`src/include/dmahp_consts.vh`:
```
// Constants of the DMA handshake port: register map, field positions,
// modes, states and reset values.
// Included by dmahp_top only, not by the request sampler; holds definitions only.
`ifndef DMAHP_CONSTS_VH
`define DMAHP_CONSTS_VH

// ---------------------------------------------------------------
// Register indices on the software port
// ---------------------------------------------------------------
`define DMAHP_REG_CTRL 3'h0
`define DMAHP_REG_WAIT 3'h1
`define DMAHP_REG_ADDR 3'h2
`define DMAHP_REG_COUNT 3'h3
`define DMAHP_REG_WDATA 3'h4
`define DMAHP_REG_RDATA 3'h5
`define DMAHP_REG_STATUS 3'h6

// ---------------------------------------------------------------
// Field positions
// ---------------------------------------------------------------
`define DMAHP_CTRL_EN 0
`define DMAHP_CTRL_MODE_LO 1
`define DMAHP_CTRL_MODE_HI 2
`define DMAHP_CTRL_DIR 3
`define DMAHP_WAIT_CNT_HI 2
`define DMAHP_WAIT_HOLD 3
`define DMAHP_STAT_BUSY 0
`define DMAHP_STAT_DONE 1
`define DMAHP_MS_LO 26
`define DMAHP_MS_HI 27
`define DMAHP_PAGE_LO 8

// ---------------------------------------------------------------
// Modes and states
// ---------------------------------------------------------------
`define DMAHP_MODE_HS 2'h0
`define DMAHP_MODE_EXT 2'h1
`define DMAHP_MODE_PACED 2'h2
`define DMAHP_ST_IDLE 2'h0
`define DMAHP_ST_ACCESS 2'h1
`define DMAHP_ST_END 2'h2
`define DMAHP_ST_GAP 2'h3

// ---------------------------------------------------------------
// Reset values and small constants
// ---------------------------------------------------------------
`define DMAHP_ZERO32 32'h00000000
`define DMAHP_ONE32 32'h00000001
`define DMAHP_CTRL_RST 4'h0
`define DMAHP_WAIT_RST 4'h0
`define DMAHP_WAIT_ZERO 3'h0
`define DMAHP_WAIT_ONE 3'h1
`define DMAHP_MS_NONE 4'hF
`define DMAHP_PAGE_RST 24'h000000

`endif

```
`src/rtl/dmahp_top.v`:
```
// DMA handshake port: one external DMA channel with register port.
// Assumes all pins are synchronous to CLK_SYS and that the bus master
// of the register port never issues read and write in one cycle.
//
// Overview of operation
// - Only a falling request starts a transfer.
// - Handshake mode: grant strobes external data.
// - External mode drives address, strobes, selects, grant.
// - Paced mode: plain bus cycle, no grant.
// - Request held low holds off write completion.
// - Request held low prolongs read per cycle.
// - Grant stretched by programmed wait states.
// - Hold or idle adds one cycle after grant.
// - Request sampled on the processor clock.
// - Strobes nested inside the grant, except in paced mode.
`timescale 1ns/10ps
`include "dmahp_consts.vh"
module dmahp_top (
    input wire CLK_SYS,
    input wire RST,
    input wire [2:0] REG_ADDR,
    input wire [31:0] REG_WDATA,
    input wire REG_WR,
    input wire REG_RD,
    output reg [31:0] REG_RDATA,
    input wire DMA_REQUEST_N,
    input wire ACK,
    input wire [31:0] DATA_IN,
    output reg [31:0] DATA_OUT,
    output reg DATA_OE,
    output reg [31:0] ADDR_OUT,
    output reg RD_N,
    output reg WR_N,
    output reg SYNC_WRITE_SELECT_N,
    output reg PAGE,
    output reg [3:0] MEMORY_SELECT_N,
    output reg DMA_GRANT_N
);
    reg [3:0] ctrl_r;
    reg [3:0] wait_r;
    reg [31:0] addr_r;
    reg [31:0] count_r;
    reg [31:0] wdata_r;
    reg [31:0] rdata_r;
    reg done_r;
    reg [1:0] state_r;
    reg [1:0] state_nxt;
    reg [2:0] wait_cnt_r;
    reg [2:0] wait_cnt_nxt;
    reg [23:0] last_page_r;
    reg page_nxt;
    wire req_low;
    wire req_fall;
    wire enable;
    wire [1:0] mode;
    wire to_ext;
    wire hold_idle;
    wire ack_ok;
    wire start;
    wire finish;
    wire strobe_mode;
    wire grant_mode;
    wire in_xfer_nxt;
    wire strobe_nxt;
    wire [3:0] ms_dec;
    wire wr_ctrl;
    wire wr_count;

    dmahp_req_detect u_req (
        .clk_sys(CLK_SYS),
        .rst(RST),
        .dma_request_n(DMA_REQUEST_N),
        .req_low(req_low),
        .req_fall(req_fall)
    );

    // ---------------------------------------------------------------
    // Configuration decode
    // ---------------------------------------------------------------
    assign enable = ctrl_r[`DMAHP_CTRL_EN];
    assign mode = ctrl_r[`DMAHP_CTRL_MODE_HI:`DMAHP_CTRL_MODE_LO];
    assign to_ext = ctrl_r[`DMAHP_CTRL_DIR];
    assign hold_idle = wait_r[`DMAHP_WAIT_HOLD];
    // Plain handshake has no acknowledge; the other two modes wait for it.
    assign ack_ok = (mode == `DMAHP_MODE_HS) | ACK;
    assign strobe_mode = (mode != `DMAHP_MODE_HS);
    assign grant_mode = (mode != `DMAHP_MODE_PACED);
    assign start = enable & req_fall & (count_r != `DMAHP_ZERO32);
    // A request still low keeps the access open: a write is held off and
    // a read is prolonged by one clock for every further low cycle.
    assign finish = (wait_cnt_r == `DMAHP_WAIT_ZERO) & ack_ok & ~req_low;
    assign wr_ctrl = REG_WR & (REG_ADDR == `DMAHP_REG_CTRL);
    assign wr_count = REG_WR & (REG_ADDR == `DMAHP_REG_COUNT);

    // ---------------------------------------------------------------
    // Transfer sequencer
    // ---------------------------------------------------------------
    always @* begin
        state_nxt = state_r;
        wait_cnt_nxt = wait_cnt_r;
        case (state_r)
            `DMAHP_ST_IDLE: begin
                if (start) begin
                    state_nxt = `DMAHP_ST_ACCESS;
                    wait_cnt_nxt = wait_r[`DMAHP_WAIT_CNT_HI:0];
                end
            end
            `DMAHP_ST_ACCESS: begin
                if (wait_cnt_r != `DMAHP_WAIT_ZERO) begin
                    wait_cnt_nxt = wait_cnt_r - `DMAHP_WAIT_ONE;
                end else if (finish) begin
                    state_nxt = `DMAHP_ST_END;
                end
            end
            `DMAHP_ST_END: begin
                if (hold_idle) begin
                    state_nxt = `DMAHP_ST_GAP;
                end else begin
                    state_nxt = `DMAHP_ST_IDLE;
                end
            end
            `DMAHP_ST_GAP: begin
                state_nxt = `DMAHP_ST_IDLE;
            end
            default: begin
                state_nxt = `DMAHP_ST_IDLE;
            end
        endcase
    end

    always @(posedge CLK_SYS) begin
        if (RST) begin
            state_r <= `DMAHP_ST_IDLE;
            wait_cnt_r <= `DMAHP_WAIT_ZERO;
        end else begin
            state_r <= state_nxt;
            wait_cnt_r <= wait_cnt_nxt;
        end
    end

    // ---------------------------------------------------------------
    // Pin drive, registered from the next state
    // ---------------------------------------------------------------
    // The grant covers ACCESS and END, the strobes only ACCESS, so a strobe
    // falls with the grant and rises one clock before it.
    assign in_xfer_nxt = (state_nxt == `DMAHP_ST_ACCESS) | (state_nxt == `DMAHP_ST_END);
    assign strobe_nxt = (state_nxt == `DMAHP_ST_ACCESS) & strobe_mode;
    assign ms_dec = ~(4'h1 << addr_r[`DMAHP_MS_HI:`DMAHP_MS_LO]);

    always @* begin
        page_nxt = 1'b0;
        if (strobe_nxt & (addr_r[31:`DMAHP_PAGE_LO] != last_page_r)) begin
            page_nxt = 1'b1;
        end
    end

    always @(posedge CLK_SYS) begin
        if (RST) begin
            DMA_GRANT_N <= 1'b1;
            RD_N <= 1'b1;
            WR_N <= 1'b1;
            SYNC_WRITE_SELECT_N <= 1'b1;
            PAGE <= 1'b0;
            MEMORY_SELECT_N <= `DMAHP_MS_NONE;
            ADDR_OUT <= `DMAHP_ZERO32;
            DATA_OUT <= `DMAHP_ZERO32;
            DATA_OE <= 1'b0;
            last_page_r <= `DMAHP_PAGE_RST;
        end else begin
            // In plain handshake the grant alone latches or enables data.
            DMA_GRANT_N <= ~(in_xfer_nxt & grant_mode);
            RD_N <= ~(strobe_nxt & ~to_ext);
            WR_N <= ~(strobe_nxt & to_ext);
            SYNC_WRITE_SELECT_N <= ~(strobe_nxt & to_ext);
            PAGE <= page_nxt;
            if (strobe_nxt) begin
                MEMORY_SELECT_N <= ms_dec;
            end else begin
                MEMORY_SELECT_N <= `DMAHP_MS_NONE;
            end
            if (in_xfer_nxt & strobe_mode) begin
                ADDR_OUT <= addr_r;
            end
            if (start) begin
                DATA_OUT <= wdata_r;
            end
            DATA_OE <= in_xfer_nxt & to_ext;
            if (page_nxt) begin
                last_page_r <= addr_r[31:`DMAHP_PAGE_LO];
            end
        end
    end

    // ---------------------------------------------------------------
    // Register file
    // ---------------------------------------------------------------
    // A software write to ADDR or COUNT wins over the per-word update, so
    // reprogramming a running channel takes effect at once.
    always @(posedge CLK_SYS) begin
        if (RST) begin
            ctrl_r <= `DMAHP_CTRL_RST;
            wait_r <= `DMAHP_WAIT_RST;
            addr_r <= `DMAHP_ZERO32;
            count_r <= `DMAHP_ZERO32;
            wdata_r <= `DMAHP_ZERO32;
            rdata_r <= `DMAHP_ZERO32;
            done_r <= 1'b0;
        end else begin
            if (wr_ctrl) begin
                ctrl_r <= REG_WDATA[3:0];
            end
            if (REG_WR & (REG_ADDR == `DMAHP_REG_WAIT)) begin
                wait_r <= REG_WDATA[3:0];
            end
            if (REG_WR & (REG_ADDR == `DMAHP_REG_WDATA)) begin
                wdata_r <= REG_WDATA;
            end
            if (REG_WR & (REG_ADDR == `DMAHP_REG_ADDR)) begin
                addr_r <= REG_WDATA;
            end else if ((state_r == `DMAHP_ST_ACCESS) & (state_nxt == `DMAHP_ST_END)) begin
                addr_r <= addr_r + `DMAHP_ONE32;
            end
            if (wr_count) begin
                count_r <= REG_WDATA;
            end else if ((state_r == `DMAHP_ST_ACCESS) & (state_nxt == `DMAHP_ST_END)) begin
                count_r <= count_r - `DMAHP_ONE32;
            end
            if ((state_r == `DMAHP_ST_ACCESS) & (state_nxt == `DMAHP_ST_END) & ~to_ext) begin
                rdata_r <= DATA_IN;
            end
            // The set beats a CTRL-write clear in the same cycle; a COUNT write in that cycle blocks the set.
            if ((state_r == `DMAHP_ST_ACCESS) & (state_nxt == `DMAHP_ST_END) &
                (count_r == `DMAHP_ONE32) & ~wr_count) begin
                done_r <= 1'b1;
            end else if (wr_count | wr_ctrl) begin
                done_r <= 1'b0;
            end
        end
    end

    always @(posedge CLK_SYS) begin
        if (RST) begin
            REG_RDATA <= `DMAHP_ZERO32;
        end else if (REG_RD) begin
            case (REG_ADDR)
                `DMAHP_REG_CTRL: REG_RDATA <= {28'h0000000, ctrl_r};
                `DMAHP_REG_WAIT: REG_RDATA <= {28'h0000000, wait_r};
                `DMAHP_REG_ADDR: REG_RDATA <= addr_r;
                `DMAHP_REG_COUNT: REG_RDATA <= count_r;
                `DMAHP_REG_WDATA: REG_RDATA <= wdata_r;
                `DMAHP_REG_RDATA: REG_RDATA <= rdata_r;
                `DMAHP_REG_STATUS: REG_RDATA <= {28'h0000000, state_r, done_r,
                                                 (state_r != `DMAHP_ST_IDLE)};
                default: REG_RDATA <= `DMAHP_ZERO32;
            endcase
        end else begin
            REG_RDATA <= `DMAHP_ZERO32;
        end
    end
endmodule

```
`src/rtl/dmahp_req_detect.v`:
```
// Request sampler for the DMA handshake port.
// Assumes the request pin is synchronous to CLK_SYS.
`timescale 1ns/10ps
module dmahp_req_detect (
    input wire clk_sys,
    input wire rst,
    input wire dma_request_n,
    output wire req_low,
    output wire req_fall
);
    reg req_q_r;
    reg req_prev_r;

    // ---------------------------------------------------------------
    // Sampling
    // ---------------------------------------------------------------
    // A level that met setup appears in req_q_r after the edge that took it.
    always @(posedge clk_sys) begin
        if (rst) begin
            req_q_r <= 1'b1;
            req_prev_r <= 1'b1;
        end else begin
            req_q_r <= dma_request_n;
            req_prev_r <= req_q_r;
        end
    end

    assign req_low = ~req_q_r;
    // Only a new high-to-low edge counts, so a held request is one request.
    assign req_fall = ~req_q_r & req_prev_r;
endmodule

```
`config.mk`:
```
export PLATFORM = sky130hd
export DESIGN_NAME = dmahp_top
export DESIGN_NICKNAME = d
export VERILOG_FILES = /design/src/rtl/dmahp_top.v /design/src/rtl/dmahp_req_detect.v
export VERILOG_INCLUDE_DIRS = /design/src /design/src/include
export SDC_FILE = /design/constraint.sdc
export NUM_CORES = 1
export LEC_CHECK = 0
export BUFFER_PORTS_ARGS = -buffer_cell sky130_fd_sc_hd__buf_2
export CAP_MARGIN = 0
export CELL_PAD_IN_SITES_DETAIL_PLACEMENT = 0
export CELL_PAD_IN_SITES_GLOBAL_PLACEMENT = 1
export CORE_UTILIZATION = 25
export DETAILED_ROUTE_END_ITERATION = 16
export PLACE_DENSITY_LB_ADDON = 0.05
export SLEW_MARGIN = 15
export SYNTH_ARGS = -nofsm -noshare
export SYNTH_HDL_FRONTEND = slang
export SYNTH_SLANG_ARGS = --single-unit
```
`constraint.sdc`:
```
create_clock -name CLK_SYS -period 3.7 [get_ports CLK_SYS]
set_input_delay 0.74 -clock CLK_SYS [delete_from_list [all_inputs] [get_ports CLK_SYS]]
set_output_delay 0.74 -clock CLK_SYS [all_outputs]
set_load 0.02 [all_outputs]
```
-- Word-level counts from Yosys, hierarchy flattened
Cells that the tools add are included.
- register bits: 273
- bits of input ports: 73
- output and inout bits: 106
- reductions and logical operators: 15
- equality and inequality tests: 16
- add/sub/neg operators: 3
- mux-type cells: 16
- shifts and indexed selects: 1
- bitwise logic cells: 33
- operators with widths (cell ; count):
    $pmux W32 S7 ; 1
    $mux W32 ; 4
    $add A32 B1 Y32 const B ; 1
    $eq A32 B1 Y1 const B ; 1
    $reduce_bool A32 Y1 ; 1
    $sub A32 B1 Y32 const B ; 1
    $ne A24 B24 Y1 ; 1
    $and A1 B1 Y1 ; 21
    $reduce_bool A2 Y1 ; 6
    $eq A3 B3 Y1 const B ; 3
    $mux W2 ; 4
    $not A1 Y1 ; 8
    $pmux W2 S4 ; 1
    $eq A2 B2 Y1 const B ; 3
    $eq A3 B2 Y1 const B ; 2
    $logic_not A3 Y1 ; 2
    $mux W3 ; 2
    $ne A2 B2 Y1 const B ; 3
    $pmux W3 S2 ; 1
    $eq A2 B1 Y1 const B ; 2
    $logic_not A2 Y1 ; 2
    $not A4 Y4 ; 1
    $reduce_or A2 Y1 ; 2
    $shl A1 B2 Y4 const A ; 1
    other kinds (6) ; 10

-- Longest topological paths before layout
- depth in word-level cells: 12
- depth in mapped cells: 13

-- Modules after synthesis
From an unflattened synthesis, not the netlist that was laid out.
- cells, all modules: 1495
- area total of the unflattened synthesis: 12256.8 um^2
- modules (own cells, without submodules) (module ; cells an instance ; instances ; area each (um^2)):
    dmahp_top ; 1489 ; 1 ; 12194.2
    dmahp_req_detect ; 6 ; 1 ; 62.6

-- Least setup slack after synthesis
OpenSTA, ideal clock, no wires.
- path kind: register -> register
- start point: register count_r[16]
- end point: register addr_r[30]
- data required time: 3.609 ns
- arrival time: 3.792 ns
- library setup time: 0.091 ns
- slack: -0.183 ns
- stages on the path, launching flop included: 13
- clock period less this slack: 3.883 ns
- buffers on the path: 1
- path through: dfxtp_1 or4_1 or3_4 or4_1 o21ai_1 and2_1 ha_1 nand3b_1 or2_2 clkbuf_1 or3_4 or3_1 a311oi_1
- word-level cells in the longest chain between the ends: 7
- ends and longest elaborated chain (item ; RTL line ; RTL):
    from (decl) ; dmahp_top.v:42 ; reg [31:0] count_r;
    from (signal assigned) ; dmahp_top.v:204 ; count_r <= `DMAHP_ZERO32;
    from (signal assigned) ; dmahp_top.v:226 ; count_r <= count_r - `DMAHP_ONE32;
    $reduce_bool A32 Y1 (no line) ; n/a ;
    $and A1 B1 Y1 ; dmahp_top.v:88 ; assign start = enable & req_fall & (count_r != `DMAHP_ZERO32);
    $mux W2 ; dmahp_top.v:103 ; if (start) begin
    $pmux W2 S4 ; dmahp_top.v:101 ; case (state_r)
    $eq A2 B2 Y1 (no line) ; n/a ;
    $and A1 B1 Y1 ; dmahp_top.v:220 ; end else if ((state_r == `DMAHP_ST_ACCESS) & (state_nxt == `DMAHP_ST_END)) begin
    $reduce_bool A2 Y1 (no line) ; n/a ;
    to (signal assigned) ; dmahp_top.v:203 ; addr_r <= `DMAHP_ZERO32;
    to (signal assigned) ; dmahp_top.v:221 ; addr_r <= addr_r + `DMAHP_ONE32;
    to (decl) ; dmahp_top.v:41 ; reg [31:0] addr_r;
No other way between the ends.
A chain may end at the register's enable or synchronous reset.

-- Worst setup path after layout
- start point: register count_r[19]
- end point: register addr_r[30]
The elaborated chain is that of the path after synthesis.

==> run summary <==
hpwl dp: 34.5 mm
CP Max Fanout: 6
clock latency on the worst-skew pair: 0.55 ns
R2R setup slack: 0.1 ns
met1 usage: 29.1%
initial antenna violation count: 0
largest net degree at the start of global routing: 109
n_diodes: 0
core area: 0.0492 mm²
Post-Route Utilization: 32.0%
sequential fraction of the synthesis area: 43.7%
Synth cell types: 56
top-area cell type share of the netlist area: 43.7%
pre-CTS setup slack: -0.0452 ns
Initial Util: 25.4%
power density over the cells: 465 mW/mm²
Port-buffer cells: 178
WL/cell: 21.3 µm
GR Overflow Total: 0
maxcap violations: 0
Vias/cell: 4.88
Async SR Flop Fraction: 0%
Final Skew: 0.0227 ns
total power: 0.00730 W
met2 GRT Util: 28.7%
vias in the first global route: 11119
TritonCTS buffer count: 37
Hold Path Sink: u_req.req_q_r
top area cells in the synthesized netlist: dfxtp_1 44%, nand2_1 9.6%, mux2i_1 5.6%, a21oi_1 5.4%, xnor2_1 4.3%
fin area: 0.0157 mm²
CP arrival: 4.07 ns
die area: 0.0509 mm²
syn_nets: 1575
final-report setup violation count: 0
TritonCTS clock tree: yes
Clock Sinks: 273
Root Buffer: clkbuf_16
Syn Std Cell Area: 0.0125 mm²
row cnt: 81
count leader, synth: nand2_1
I/O pin count: 179
Synth area leader: dfxtp_1
share of cells above drive strength 1: 21.7%
Yosys reg bits: 273
Worst Setup End Kind: flip-flop
CP Data Required Time: 4.16 ns
Area after DPL: 0.0143 mm²
crit path kind: flip-flop to flip-flop
global routing usage on met3: 2.73%
R2R Path Start: count_r[19]
period utilization: 97.4%
Area Overhead vs Synth: 25.7%
gpl congestion: 0.797
First-pass DRT Iterations: 5
unrepaired setup endpoints after global routing: true
r2r worst-path depth: 11
Synth Flop Type: dfxtp_1
first-pass GRT wire length: 73.8 mm
Worst VDD drop: 0.238 mV
H-tree Lvls: 2
outcome: finished, final reports clean
hold_sp: DMA_REQUEST_N
nets@finish: 1724
Filler cells: 5230
routed via count: 11400
Max Slew Vio Count: 0
DRT iter0 DRCs: 745
Die Ht: 226 µm
crit-path cells: or4_4 -> or3_4 -> or4_4 -> o21ai_2 -> and2_1 -> ha_2 -> nand3b_1 -> or2_4 -> or3_4 -> or3_4 -> a311oi_2
top cells by count, synth: 319 x nand2_1, 273 x dfxtp_1, 136 x a21oi_1
Startpoint Class: flip-flop
Static Leakage: 5.64 nW
Total Routed Length: 49.9 mm
reg2reg end: addr_r[30]
DIE WIDTH: 226 µm
FMAX: 0.277 GHz
Max clock buf depth: 3
Final Critical Period: 3.60 ns
Crit-path slowest cell: or4_4
Final WS setup: 0.0951 ns
Worst Hold Class: primary input to flip-flop
Final Hold Viols: 0
CP most frequent cell: or3_4
worst slew pin tran: 0.746 ns
worst hold stages: 2
Mapped Cells: 1495
CP max stage delay: 0.57 ns
gr busiest metal: met1
Syn Area/Cell: 8.36 µm²
Worst-path clk slew: 0.06 ns
Final ANT Viol Nets: 0
# hold bufs at CTS: 0
GRT Util Overall: 19.5%
Post-synth EDFFs: 0
drt drc: 0
Slew Limit Headroom: 50.3%
Ys Warns: 0
## logic make-up after synthesis
group           count (synthesis)  share of synthesized area [%]
simple gates                  609                           23.6
compound gates                314                           16.2
flops                         273                           43.7
buf+inv                       146                           4.71
xor+xnor                       74                           5.19
mux                            72                           5.88
fa+ha+maj                       7                          0.701
## worst max-delay path, delay by kind of cell (launching register included)
family                     cells  cell delay [ns]
adders and majority gates      1             0.19
DFF                            1             0.32
AOI/OAI and AO/OA              2             0.36
and+or+nand+nor                8             2.65
## stage by stage
step           hold WS [ns]  setup TNS, ns  instances
3_3_place_gp          0.438              0       2267
4_1_cts               0.374              0       2335
3_5_place_dp          0.444        -0.0452       2267
2_1_floorplan         0.405         -0.174       1495
6_report              0.405              0       2336
5_1_grt               0.406         -0.159       2336
## registers in the layout (all words and copies together) (netlist names), 3 cells and up
signal,count
ADDR_OUT,32
DATA_OUT,32
REG_RDATA,32
addr_r,32
count_r,32
rdata_r,32
wdata_r,32
last_page_r,24
MEMORY_SELECT_N,4
ctrl_r,4
wait_r,4
wait_cnt_r,3
## layer usage
metal | vias up | routed length [µm]
met3 | 67 | 1780
met1 | 5530 | 25700
met5 | - | 0
met2 | 242 | 21400
li1 | 5561 | -
met4 | 0 | 1030
## layout make-up
type | instances | area (µm²) | area share, %
clock buffers | 56 | 1130 | 7.17
inverters | 12 | 45.0 | 0.287
well taps | 664 | 831 | 5.29
clock inverters | 11 | 118 | 0.748
flip-flops and latches | 273 | 5470 | 34.8
multi-input cells | 1076 | 6630 | 42.2
repair buffers | 244 | 1500 | 9.52
## worst max-delay path by stage
stage	start	to	slack [ns]	cells after the start
finish	count_r[19]	addr_r[30]	0.1	11
global route	count_r[19]	addr_r[30]	-0.05	11
CTS	count_r[19]	addr_r[30]	0.02	11
detailed placement	count_r[19]	addr_r[30]	-0.05	11
global placement	count_r[19]	addr_r[30]	0.05	11
floorplan	count_r[19]	addr_r[30]	-0.06	12
## cells in the final DEF (no fill, tap or decap), types with 37 or more instances in the layout
cell,count
nor2_1,90
mux2i_1,70
buf_2,177
clkbuf_16,37
nand2_1,318
a21oi_1,136
a211oi_1,48
xnor2_1,61
buf_4,57
dfxtp_1,272
a22oi_1,58
## power by group
| part | leakage (nW) | internal, W | switching, W |
|---|---|---|---|
| sequential | 2.21 | 0.00298 | 0.0000556 |
| combinational | 2.82 | 0.000193 | 0.000394 |
| clock | 0.614 | 0.00224 | 0.00144 |
## repair_timing
item,in CTS,in global routing
pin swaps,1,8
buffers inserted,1,1
resized for setup,1,21
endpoints found under the setup margin,1,33
(Power assumes the default switching activity.)
